**config.mk**
```make
export PLATFORM = sky130hd
export DESIGN_NAME = odo_operand_org
export DESIGN_NICKNAME = d
export VERILOG_FILES = /design/src/shared/odo_pkg.sv /design/src/hw/odo_operand_org.sv /design/src/hw/odo_regbank.sv /design/src/hw/odo_fclass.sv
export SDC_FILE = /design/constraint.sdc
export NUM_CORES = 2
export LEC_CHECK = 0
export BUFFER_PORTS_ARGS = -buffer_cell sky130_fd_sc_hd__buf_2
export CAP_MARGIN = 20
export CORE_MARGIN = 5
export CORE_UTILIZATION = 55
export DETAILED_ROUTE_END_ITERATION = 10
export MAX_ROUTING_LAYER = met4
export PLACE_DENSITY_LB_ADDON = 0.05
export SYNTH_ARGS = -nofsm -noshare
export SYNTH_HDL_FRONTEND = slang
export SYNTH_SLANG_ARGS = --single-unit
```
**constraint.sdc**
```tcl
create_clock -name clk_sys -period 5.3 [get_ports clk_sys]
set_input_delay 0.795 -clock clk_sys [delete_from_list [all_inputs] [get_ports clk_sys]]
set_output_delay 0.795 -clock clk_sys [all_outputs]
set_load 0.005 [all_outputs]
```
**src/shared/odo_pkg.sv**
```systemverilog
// constants and types for the operand data organization block
// Operation
// - byte/word writes keep data register upper bits
// - long writes replace whole data register
// - bit zero is least significant bit
// - register field offset zero is msb, wraps
// - quad result into any two data registers
// - unpacked decimal digit in low nibble
// - packed decimal two digits, high nibble first
// - address registers refuse byte operands
// - address source word low half or long
// - address writes full width, word sign-extended
// - reserved control bits read zero
// - status and flags word-size, flags upper zero
// - space code registers keep three low bits
// - memory big-endian, msb at lowest address
// - memory bit seven is byte msb
// - memory field offset zero is base msb
// - field widths 1..32, signed 32-bit offsets
// - block operand 16 bytes, 16-byte aligned
// - eight 80-bit floating data registers
// - hardware float types, others deferred to software
package odo_pkg;
	// operand sizes
	typedef enum logic [1:0] {ODO_SZ_BYTE, ODO_SZ_WORD, ODO_SZ_LONG} odo_size_t;
	// register file selects
	typedef enum logic [1:0] {ODO_RF_DATA, ODO_RF_ADDR, ODO_RF_CTRL} odo_rf_t;
	// control register codes
	localparam logic [1:0] ODO_CR_STATUS = 2'h0;
	localparam logic [1:0] ODO_CR_FLAGS = 2'h1;
	localparam logic [1:0] ODO_CR_SRC_SPACE = 2'h2;
	localparam logic [1:0] ODO_CR_DST_SPACE = 2'h3;
	// implemented bit masks
	localparam logic [31:0] ODO_STATUS_MASK = 32'h0000_f71f;
	localparam logic [31:0] ODO_FLAGS_MASK = 32'h0000_001f;
	localparam logic [31:0] ODO_SPACE_MASK = 32'h0000_0007;
	// reset values
	localparam logic [31:0] ODO_STATUS_RESET = 32'h0000_2700;
	localparam logic [31:0] ODO_REG_RESET = 32'h0000_0000;
	localparam logic [79:0] ODO_FP_RESET = 80'h0;
	// counts
	localparam int ODO_NUM_REGS = 8;
	localparam int ODO_FP_WIDTH = 80;
	localparam int ODO_BLOCK_BYTES = 16;
	localparam logic [31:0] ODO_BLOCK_MASK = 32'hffff_fff0;
	// float type classes
	typedef enum logic [2:0] {ODO_FC_NORM, ODO_FC_ZERO, ODO_FC_INF, ODO_FC_NAN,
		ODO_FC_DENORM, ODO_FC_UNSUP} odo_fclass_t;
endpackage : odo_pkg

```
**src/hw/odo_operand_org.sv**
```systemverilog
// operand placement: register merge, control regs, memory operand math
`timescale 1ns/1ps
module odo_operand_org import odo_pkg::*; (
	input wire logic clk_sys,
	input wire logic reset_n,
	// register read request
	input wire logic rd_req,
	input wire odo_rf_t rd_file,
	input wire logic [2:0] rd_sel,
	input wire logic [1:0] rd_ctrl,
	input wire odo_size_t rd_size,
	output logic [31:0] rd_data_q,
	output logic rd_valid_q,
	output logic rd_error_q,
	// register write request
	input wire logic wr_req,
	input wire odo_rf_t wr_file,
	input wire logic [2:0] wr_sel,
	input wire logic [1:0] wr_ctrl,
	input wire odo_size_t wr_size,
	input wire logic [31:0] wr_data,
	output logic wr_error_q,
	// quad result write
	input wire logic quad_req,
	input wire logic [2:0] quad_hi_sel,
	input wire logic [2:0] quad_lo_sel,
	input wire logic [63:0] quad_data,
	// bit-field extract from data register
	input wire logic [31:0] fld_src,
	input wire logic [31:0] fld_offset,
	input wire logic [4:0] fld_width,
	output logic [31:0] fld_data_q,
	// memory operand geometry
	input wire logic [31:0] mem_addr,
	input wire logic [31:0] mem_bit_offset,
	input wire logic [2:0] mem_bit_num,
	output logic [31:0] mem_field_byte_q,
	output logic [2:0] mem_field_bit_q,
	output logic [7:0] mem_bit_mask_q,
	output logic [31:0] block_base_q,
	input wire logic [31:0] be_long,
	output logic [7:0] be_byte0_q,
	output logic [7:0] be_byte3_q,
	// decimal digits
	input wire logic [7:0] bcd_byte,
	output logic [3:0] bcd_unpacked_q,
	output logic [3:0] bcd_packed_hi_q,
	output logic [3:0] bcd_packed_lo_q,
	// floating registers
	input wire logic fp_wr_req,
	input wire logic [2:0] fp_wr_sel,
	input wire logic [79:0] fp_wr_data,
	input wire logic [2:0] fp_rd_sel,
	output logic [79:0] fp_rd_data_q,
	output odo_fclass_t fp_class_q,
	output logic fp_soft_q
);
	////////////////////////////////////////////////////////////////////////
	// control registers
	logic [31:0] status_word_reg_q; // status word, flags in low byte
	logic [31:0] source_space_code_reg_q; // source space code
	logic [31:0] dest_space_code_reg_q; // destination space code
	////////////////////////////////////////////////////////////////////////
	// data and address register banks
	wire logic [31:0] dreg_a; // data read (port a)
	wire logic [31:0] dreg_b; // data read (port b)
	wire logic [31:0] areg_a; // address read
	logic [31:0] dwr_data; // merged data write
	logic dwr_en; // data port a write
	logic awr_en; // address write
	logic [31:0] awr_data; // address write data
	// stage 1 holds pending write, merge against registered read
	logic wr_pend_q;
	odo_rf_t wr_file_q;
	logic [2:0] wr_sel_q;
	logic [1:0] wr_ctrl_q;
	odo_size_t wr_size_q;
	logic [31:0] wr_data_q;
	logic rd_pend_q;
	odo_rf_t rd_file_q;
	logic [1:0] rd_ctrl_q;
	odo_size_t rd_size_q;
	// quad staged one cycle to share timing with merges
	logic quad_pend_q;
	logic [2:0] quad_hi_q;
	logic [2:0] quad_lo_q;
	logic [63:0] quad_data_q;

	// read address: write path reads first when pending
	wire logic [2:0] bank_rd_sel = wr_req ? wr_sel : rd_sel;

	odo_regbank #(.WIDTH(32)) u_dregs (
		.clk_sys(clk_sys),
		.reset_n(reset_n),
		.rd_a_sel(bank_rd_sel),
		.rd_a_q(dreg_a),
		.rd_b_sel(rd_sel),
		.rd_b_q(dreg_b),
		.wr_a_en(dwr_en),
		.wr_a_sel(quad_pend_q ? quad_hi_q : wr_sel_q),
		.wr_a_data(quad_pend_q ? quad_data_q[63:32] : dwr_data),
		.wr_b_en(quad_pend_q),
		.wr_b_sel(quad_lo_q),
		.wr_b_data(quad_data_q[31:0])
	);

	odo_regbank #(.WIDTH(32)) u_aregs (
		.clk_sys(clk_sys),
		.reset_n(reset_n),
		.rd_a_sel(rd_sel),
		.rd_a_q(areg_a),
		.rd_b_sel(rd_sel),
		.rd_b_q(),
		.wr_a_en(awr_en),
		.wr_a_sel(wr_sel_q),
		.wr_a_data(awr_data),
		.wr_b_en(1'b0),
		.wr_b_sel(3'h0),
		.wr_b_data(32'h0)
	);

	////////////////////////////////////////////////////////////////////////
	// request staging
	always_ff @(posedge clk_sys or negedge reset_n) begin
		if (!reset_n) begin
			wr_pend_q <= 1'b0;
			wr_file_q <= ODO_RF_DATA;
			wr_sel_q <= 3'h0;
			wr_ctrl_q <= 2'h0;
			wr_size_q <= ODO_SZ_LONG;
			wr_data_q <= '0;
			rd_pend_q <= 1'b0;
			rd_file_q <= ODO_RF_DATA;
			rd_ctrl_q <= 2'h0;
			rd_size_q <= ODO_SZ_LONG;
			quad_pend_q <= 1'b0;
			quad_hi_q <= 3'h0;
			quad_lo_q <= 3'h0;
			quad_data_q <= '0;
		end else begin
			wr_pend_q <= wr_req & ~quad_req;
			wr_file_q <= wr_file;
			wr_sel_q <= wr_sel;
			wr_ctrl_q <= wr_ctrl;
			wr_size_q <= wr_size;
			wr_data_q <= wr_data;
			rd_pend_q <= rd_req;
			rd_file_q <= rd_file;
			rd_ctrl_q <= rd_ctrl;
			rd_size_q <= rd_size;
			quad_pend_q <= quad_req;
			quad_hi_q <= quad_hi_sel;
			quad_lo_q <= quad_lo_sel;
			quad_data_q <= quad_data;
		end
	end

	////////////////////////////////////////////////////////////////////////
	// data write merge: byte/word keep upper bits
	always_comb begin
		case (wr_size_q)
			ODO_SZ_BYTE: dwr_data = {dreg_a[31:8], wr_data_q[7:0]};
			ODO_SZ_WORD: dwr_data = {dreg_a[31:16], wr_data_q[15:0]};
			ODO_SZ_LONG: dwr_data = wr_data_q;
			default: dwr_data = wr_data_q;
		endcase
	end

	// address write: byte refused, word sign-extended
	wire logic wr_addr = wr_pend_q & (wr_file_q == ODO_RF_ADDR);
	wire logic wr_addr_byte = wr_addr & (wr_size_q == ODO_SZ_BYTE);
	assign awr_en = wr_addr & ~wr_addr_byte;
	assign awr_data = (wr_size_q == ODO_SZ_WORD) ?
		{{16{wr_data_q[15]}}, wr_data_q[15:0]} : wr_data_q;
	assign dwr_en = quad_pend_q | (wr_pend_q & (wr_file_q == ODO_RF_DATA));

	////////////////////////////////////////////////////////////////////////
	// control register writes
	wire logic wr_ctl = wr_pend_q & (wr_file_q == ODO_RF_CTRL);
	wire logic ctl_status = wr_ctl & (wr_ctrl_q == ODO_CR_STATUS);
	wire logic ctl_flags = wr_ctl & (wr_ctrl_q == ODO_CR_FLAGS);
	wire logic ctl_src = wr_ctl & (wr_ctrl_q == ODO_CR_SRC_SPACE);
	wire logic ctl_dst = wr_ctl & (wr_ctrl_q == ODO_CR_DST_SPACE);
	// status and flags take word size only; spaces take long only
	wire logic ctl_word_ok = (wr_size_q == ODO_SZ_WORD);
	wire logic ctl_long_ok = (wr_size_q == ODO_SZ_LONG);
	wire logic ctl_bad = (ctl_status | ctl_flags) & ~ctl_word_ok
		| (ctl_src | ctl_dst) & ~ctl_long_ok;

	always_ff @(posedge clk_sys or negedge reset_n) begin
		if (!reset_n) begin
			status_word_reg_q <= ODO_STATUS_RESET;
		end else if (ctl_status & ctl_word_ok) begin
			status_word_reg_q <= wr_data_q & ODO_STATUS_MASK;
		end else if (ctl_flags & ctl_word_ok) begin
			// upper byte of flags write is dropped
			status_word_reg_q <= (status_word_reg_q & ~ODO_FLAGS_MASK)
				| (wr_data_q & ODO_FLAGS_MASK);
		end
	end

	always_ff @(posedge clk_sys or negedge reset_n) begin
		if (!reset_n) begin
			source_space_code_reg_q <= ODO_REG_RESET;
			dest_space_code_reg_q <= ODO_REG_RESET;
		end else begin
			if (ctl_src & ctl_long_ok) begin
				source_space_code_reg_q <= wr_data_q & ODO_SPACE_MASK;
			end
			if (ctl_dst & ctl_long_ok) begin
				dest_space_code_reg_q <= wr_data_q & ODO_SPACE_MASK;
			end
		end
	end

	////////////////////////////////////////////////////////////////////////
	// read path
	logic [31:0] ctl_rd; // control read value
	always_comb begin
		case (rd_ctrl_q)
			ODO_CR_STATUS: ctl_rd = status_word_reg_q & ODO_STATUS_MASK;
			ODO_CR_FLAGS: ctl_rd = status_word_reg_q & ODO_FLAGS_MASK;
			ODO_CR_SRC_SPACE: ctl_rd = source_space_code_reg_q;
			ODO_CR_DST_SPACE: ctl_rd = dest_space_code_reg_q;
			default: ctl_rd = '0;
		endcase
	end

	logic [31:0] rd_d; // sized read value
	logic rd_err_d; // refused read
	always_comb begin
		rd_d = '0;
		rd_err_d = 1'b0;
		case (rd_file_q)
			ODO_RF_DATA: begin
				case (rd_size_q)
					ODO_SZ_BYTE: rd_d = {24'h0, dreg_b[7:0]};
					ODO_SZ_WORD: rd_d = {16'h0, dreg_b[15:0]};
					default: rd_d = dreg_b;
				endcase
			end
			ODO_RF_ADDR: begin
				case (rd_size_q)
					ODO_SZ_BYTE: rd_err_d = 1'b1;
					ODO_SZ_WORD: rd_d = {16'h0, areg_a[15:0]};
					default: rd_d = areg_a;
				endcase
			end
			ODO_RF_CTRL: begin
				rd_d = ctl_rd;
				if (rd_ctrl_q == ODO_CR_STATUS || rd_ctrl_q == ODO_CR_FLAGS) begin
					rd_err_d = (rd_size_q != ODO_SZ_WORD);
				end else begin
					rd_err_d = (rd_size_q != ODO_SZ_LONG);
				end
			end
			default: rd_err_d = 1'b1;
		endcase
	end

	always_ff @(posedge clk_sys or negedge reset_n) begin
		if (!reset_n) begin
			rd_data_q <= '0;
			rd_valid_q <= 1'b0;
			rd_error_q <= 1'b0;
			wr_error_q <= 1'b0;
		end else begin
			rd_data_q <= rd_pend_q & ~rd_err_d ? rd_d : 32'h0;
			rd_valid_q <= rd_pend_q;
			rd_error_q <= rd_pend_q & rd_err_d;
			wr_error_q <= wr_addr_byte | ctl_bad;
		end
	end

	////////////////////////////////////////////////////////////////////////
	// register bit field: offset 0 is msb, wraps in register
	wire logic [4:0] fld_off5 = fld_offset[4:0];
	wire logic [5:0] fld_w = (fld_width == 5'h0) ? 6'd32 : {1'b0, fld_width};
	wire logic [31:0] fld_rot = (fld_src << fld_off5)
		| (fld_src >> (6'd32 - {1'b0, fld_off5}));
	wire logic [31:0] fld_right = fld_rot >> (6'd32 - fld_w);
	always_ff @(posedge clk_sys or negedge reset_n) begin
		if (!reset_n) begin
			fld_data_q <= '0;
		end else begin
			fld_data_q <= fld_right;
		end
	end

	////////////////////////////////////////////////////////////////////////
	// memory geometry: big-endian bytes, bit and field position
	// signed offset: arithmetic shift gives byte, low bits give msb index
	wire logic [31:0] fld_byte_adj = $signed(mem_bit_offset) >>> 3;
	wire logic [31:0] fld_byte = mem_addr + fld_byte_adj;
	always_ff @(posedge clk_sys or negedge reset_n) begin
		if (!reset_n) begin
			mem_field_byte_q <= '0;
			mem_field_bit_q <= 3'h0;
			mem_bit_mask_q <= 8'h0;
			block_base_q <= '0;
			be_byte0_q <= 8'h0;
			be_byte3_q <= 8'h0;
		end else begin
			mem_field_byte_q <= fld_byte;
			mem_field_bit_q <= 3'h7 - mem_bit_offset[2:0];
			mem_bit_mask_q <= 8'h01 << mem_bit_num;
			block_base_q <= mem_addr & ODO_BLOCK_MASK;
			be_byte0_q <= be_long[31:24];
			be_byte3_q <= be_long[7:0];
		end
	end

	////////////////////////////////////////////////////////////////////////
	// decimal digits
	always_ff @(posedge clk_sys or negedge reset_n) begin
		if (!reset_n) begin
			bcd_unpacked_q <= 4'h0;
			bcd_packed_hi_q <= 4'h0;
			bcd_packed_lo_q <= 4'h0;
		end else begin
			bcd_unpacked_q <= bcd_byte[3:0];
			bcd_packed_hi_q <= bcd_byte[7:4];
			bcd_packed_lo_q <= bcd_byte[3:0];
		end
	end

	////////////////////////////////////////////////////////////////////////
	// floating data registers, any index usable by any operation
	wire logic [79:0] fp_rd; // registered bank read
	odo_regbank #(.WIDTH(ODO_FP_WIDTH)) u_fregs (
		.clk_sys(clk_sys),
		.reset_n(reset_n),
		.rd_a_sel(fp_rd_sel),
		.rd_a_q(fp_rd),
		.rd_b_sel(fp_rd_sel),
		.rd_b_q(),
		.wr_a_en(fp_wr_req),
		.wr_a_sel(fp_wr_sel),
		.wr_a_data(fp_wr_data),
		.wr_b_en(1'b0),
		.wr_b_sel(3'h0),
		.wr_b_data(ODO_FP_RESET)
	);
	odo_fclass u_fclass (
		.clk_sys(clk_sys),
		.reset_n(reset_n),
		.value(fp_rd),
		.class_q(fp_class_q)
	);
	always_ff @(posedge clk_sys or negedge reset_n) begin
		if (!reset_n) begin
			fp_rd_data_q <= ODO_FP_RESET;
			fp_soft_q <= 1'b0;
		end else begin
			fp_rd_data_q <= fp_rd;
			fp_soft_q <= (fp_class_q == ODO_FC_DENORM)
				| (fp_class_q == ODO_FC_UNSUP);
		end
	end
endmodule : odo_operand_org

```
**src/hw/odo_regbank.sv**
```systemverilog
// eight-entry register memory with registered read data
`timescale 1ns/1ps
module odo_regbank import odo_pkg::*; #(
	parameter int WIDTH = 32
) (
	input wire logic clk_sys,
	input wire logic reset_n,
	input wire logic [2:0] rd_a_sel,
	output logic [WIDTH-1:0] rd_a_q,
	input wire logic [2:0] rd_b_sel,
	output logic [WIDTH-1:0] rd_b_q,
	input wire logic wr_a_en,
	input wire logic [2:0] wr_a_sel,
	input wire logic [WIDTH-1:0] wr_a_data,
	input wire logic wr_b_en,
	input wire logic [2:0] wr_b_sel,
	input wire logic [WIDTH-1:0] wr_b_data
);
	logic [WIDTH-1:0] mem_q [ODO_NUM_REGS]; // storage
	////////////////////////////////////////////////////////////////////////
	// write ports, port b wins on same entry
	always_ff @(posedge clk_sys or negedge reset_n) begin
		if (!reset_n) begin
			for (int i = 0; i < ODO_NUM_REGS; i++) begin
				mem_q[i] <= '0;
			end
		end else begin
			if (wr_a_en) begin
				mem_q[wr_a_sel] <= wr_a_data;
			end
			if (wr_b_en) begin
				mem_q[wr_b_sel] <= wr_b_data;
			end
		end
	end
	////////////////////////////////////////////////////////////////////////
	// registered read ports
	always_ff @(posedge clk_sys or negedge reset_n) begin
		if (!reset_n) begin
			rd_a_q <= '0;
			rd_b_q <= '0;
		end else begin
			rd_a_q <= mem_q[rd_a_sel];
			rd_b_q <= mem_q[rd_b_sel];
		end
	end
endmodule : odo_regbank

```
**src/hw/odo_fclass.sv**
```systemverilog
// floating extended value classifier
`timescale 1ns/1ps
module odo_fclass import odo_pkg::*; (
	input wire logic clk_sys,
	input wire logic reset_n,
	input wire logic [79:0] value,
	output odo_fclass_t class_q
);
	wire logic [14:0] expo = value[78:64]; // biased exponent
	wire logic jbit = value[63]; // explicit integer bit
	wire logic frac_nz = |value[62:0]; // fraction nonzero
	wire logic exp_max = &expo; // all ones exponent
	wire logic exp_zero = ~|expo; // zero exponent
	odo_fclass_t class_d;
	////////////////////////////////////////////////////////////////////////
	// class decode; denormal and unnormal go to software
	always_comb begin
		if (exp_max) begin
			class_d = frac_nz ? ODO_FC_NAN : ODO_FC_INF;
		end else if (exp_zero) begin
			class_d = (jbit | frac_nz) ? ODO_FC_DENORM : ODO_FC_ZERO;
		end else begin
			class_d = jbit ? ODO_FC_NORM : ODO_FC_UNSUP;
		end
	end
	always_ff @(posedge clk_sys or negedge reset_n) begin
		if (!reset_n) begin
			class_q <= ODO_FC_ZERO;
		end else begin
			class_q <= class_d;
		end
	end
endmodule : odo_fclass

```
==> run metrics <==
Cells after Synth 5,657; final worst setup slack 1450 ps; Max Transition Viols Final 0; num ports 642; root buf cell clkbuf_16; post-DR wirelength/cell 26.1 µm; Core Area 0.140 mm²; area grow syn2layout 14.8%; initial core utilization 55.4%; P_leak between 30 and 40 nW; Worst EP arrival ~4500 ps; clock sinks between 1,500 and 2,000; synth unique cells 103; die area 0.148 mm²; CP delay by family, top compound AO/OA/AOI/OAI gates; power density of the placed cells around 410 mW/mm²; Post-CTS Setup Bufs 0; worst clock skew 47.3 ps; Clk pin slew, worst setup/hold paths about 60 ps; Compound-Gate Fraction of Synth Area 6.12%; Pre-antenna DRT Iters 5; Worst-Margin Slew 1220 ps; fin nets 6,560; layout cells sized above 1 39.5%; outcome finished clean; post-synthesis sequential area ratio 55.1%; initial antenna violation count 37; vias per cell between 6 and 7; slowest CP cell ha_1; largest net degree at the start of global routing between 100 and 150; Worst-Skew Late Latency 810 ps; Rel. slew slack 17.6%; final hold vios 0; most used flip-flop cell after synthesis dfrtp_1; DR DRC count 0; Total GRT Usage 29.7%; global route total overflow 0; Fmax 259 MHz; slowest stage delay, CP 790 ps; CP Max Fanout 20; YS warnings 0; Fin Setup TNS 0 ps; post-synthesis async set-or-reset flop share 100%; Setup Viol. Count Final 0; TritonCTS clock tree yes; hold_buf cts 0; Netlist Area Pre-Place 0.0774 mm²; Design Power 36.3 mW; largest family of logic cells by synthesized area multiplexers; Mapped Avg Cell Area 13.7 µm²; CP required 5970 ps; VDD IR max 0.310 mV; FP Rows 137; DPL Wire Length 134,000 µm; crit-path most repeated cell o21a_1; Placed Instances 7,833; vias in the first global route 51,314; fin crit period 3850 ps; Post-Synth Adder-Cell Area 0.559%; critical path launch point type input pin; via count slightly below 50,000; global-route wire length before repair 325,000 µm; Non-Filler Instances 8,188; CTS H-Tree Depth 4; TritonCTS Buffers 179; Max Cap Viol 0; unrepaired setup endpoints after global routing false; Placement Setup Slack 721 ps; CTS max path bufs 3; CP Buf/Inv Count 4; antenna viol nets, final 0; Post-CTS Resized 0; Die Wd 385 µm; CP Cell Sequence buf_2, inv_1, ha_1, buf_4, mux2i_1, o21a_1, o21a_1, o22ai_1, o31ai_4, inv_2, mux4_2, mux2_4, o21a_1; final design utilization 63.7%; gp weighted congestion 0.942; Die Height between 300 and 400 µm; period utilization 72.7%; number of flops mapped to enable cells by yosys 0; Hold WC Path Type in -> async; Port-buffer cells 594; DRT iter0 DRCs between 3,000 and 4,000; Critical Path End Type register; post-synthesis mux area share 30.3%; simple-gate share of the synthesized area 5.12%; fraction of synthesized cell area in xor and xnor cells 0.417%; Setup CP Type in -> reg; #FFs+latches synth 1,704; Routed WL around 210,000 µm
cell type report:
cell class / count / area (µm²)
multi-input combinational: 3500 / 33200
clock buffer: 261 / 5300
inverter: 31 / 116
antenna: 33 / 82.6
timing repair buffer: 722 / 4330
sequential: 1704 / 42700
tap: 1876 / 2350
clock inverter: 61 / 952
fill: 10635 / 50800
layout by cell type, fill, tap and decap left out, types with 26 or more instances in the layout:
| master | count |
|---|---|
| clkbuf_8 | 52 |
| clkbuf_16 | 179 |
| o21ai_0 | 389 |
| clkinv_2 | 28 |
| buf_12 | 28 |
| mux2_2 | 981 |
| buf_2 | 586 |
| nor2_1 | 215 |
| diode_2 | 33 |
| nand2_1 | 477 |
| nand3_1 | 26 |
| buf_4 | 104 |
| clkbuf_1 | 31 |
| mux2i_1 | 315 |
| dfrtp_1 | 1695 |
| ha_1 | 33 |
| mux4_2 | 404 |
| inv_1 | 27 |
| a21oi_1 | 174 |
| o21ai_1 | 28 |
layer usage:
| metal | vias up | track usage (%) | share of wire (%) |
|---|---|---|---|
| li1 | 21769 | - | - |
| met3 | 377 | 6.19 | 7.3 |
| met4 | 0 | 8.62 | 3.0 |
| met2 | 1666 | 45.4 | 47 |
| met5 | - | - | 0 |
| met1 | 25857 | 40.9 | 43 |
per-stage QoR:
step,area (µm²),hold slack [ps]
floorplan,77400,331
global placement,82600,335
detailed placement,82600,345
CTS,88800,9.31
global route,88900,43.3
finish,88900,29.2
Yosys cell counts (8+ instances only):
library cell,instances,area [µm²]
buf_1,104,390
o22ai_1,20,125
a31oi_1,16,100
o21ai_1,28,140
buf_4,17,128
nor4_1,26,163
dfrtp_1,1697,42500
xor2_1,11,96.3
o21a_1,10,75.1
o2bb2ai_1,8,70.1
mux4_2,404,9100
nor3_1,29,145
mux2i_1,319,3190
ha_1,33,413
and2_1,9,56.3
a211oi_1,15,113
nor3b_1,12,90.1
nand2_1,481,1810
buf_2,16,80.1
mux2_2,981,11000
and3_1,12,75.1
a21o_1,14,105
xnor2_1,24,210
nand4_1,16,100
a22o_1,8,70.1
nand3_1,27,135
inv_1,27,101
a22oi_1,17,128
o21bai_1,8,60.1
nand2b_1,14,87.6
o211ai_1,12,90.1
o21ai_0,389,1950
clkbuf_1,277,1040
nor2_1,226,848
nor2b_1,18,113
a21oi_1,174,871
final timing paths:
check                                   start                    end  slack, ps  cells after the start
setup / recovery                fld_offset[1]          fld_data_q[3]       1450                     13
hold / removal                        reset_n     bcd_packed_lo_q[0]         30                      1
setup reg to reg                 wr_size_q[1]  status_word_reg_q[12]       1930                      7
hold reg to reg            u_fregs.rd_a_q[79]       fp_rd_data_q[79]        350                      0
max in group asynchronous             reset_n   mem_field_byte_q[18]       3730                      2
min in group clk_sys              be_long[24]          be_byte0_q[0]         80                      1
kinds of logic after synthesis:
| group | Yosys count |
|---|---|
| mux | 1710 |
| flops | 1704 |
| simple gates | 912 |
| compound gates | 804 |
| buf+inv | 456 |
| xor+xnor | 36 |
| fa+ha+maj | 34 |
| other cells | 1 |
power by group:
part	leakage, nW	internal (mW)	switching (mW)
Sequential	21.0	15.6	1.51
Combinational	15.2	3.42	2.76
Clock	3.08	7.75	5.34
registers in the layout, summed over array words and instances (netlist names), 12 cells and up:
signal	flops
fld_data_q	32
block_base_q	28
status_word_reg_q	12
fp_rd_data_q	80
u_fregs.rd_a_q	80
u_dregs.rd_b_q	32
u_dregs.mem_q	256
u_aregs.rd_a_q	32
rd_data_q	32
u_aregs.mem_q	256
mem_field_byte_q	32
quad_data_q	64
wr_data_q	32
u_dregs.rd_a_q	24
u_fregs.mem_q	640
No activity file was read; power rests on OpenSTA's default activity.
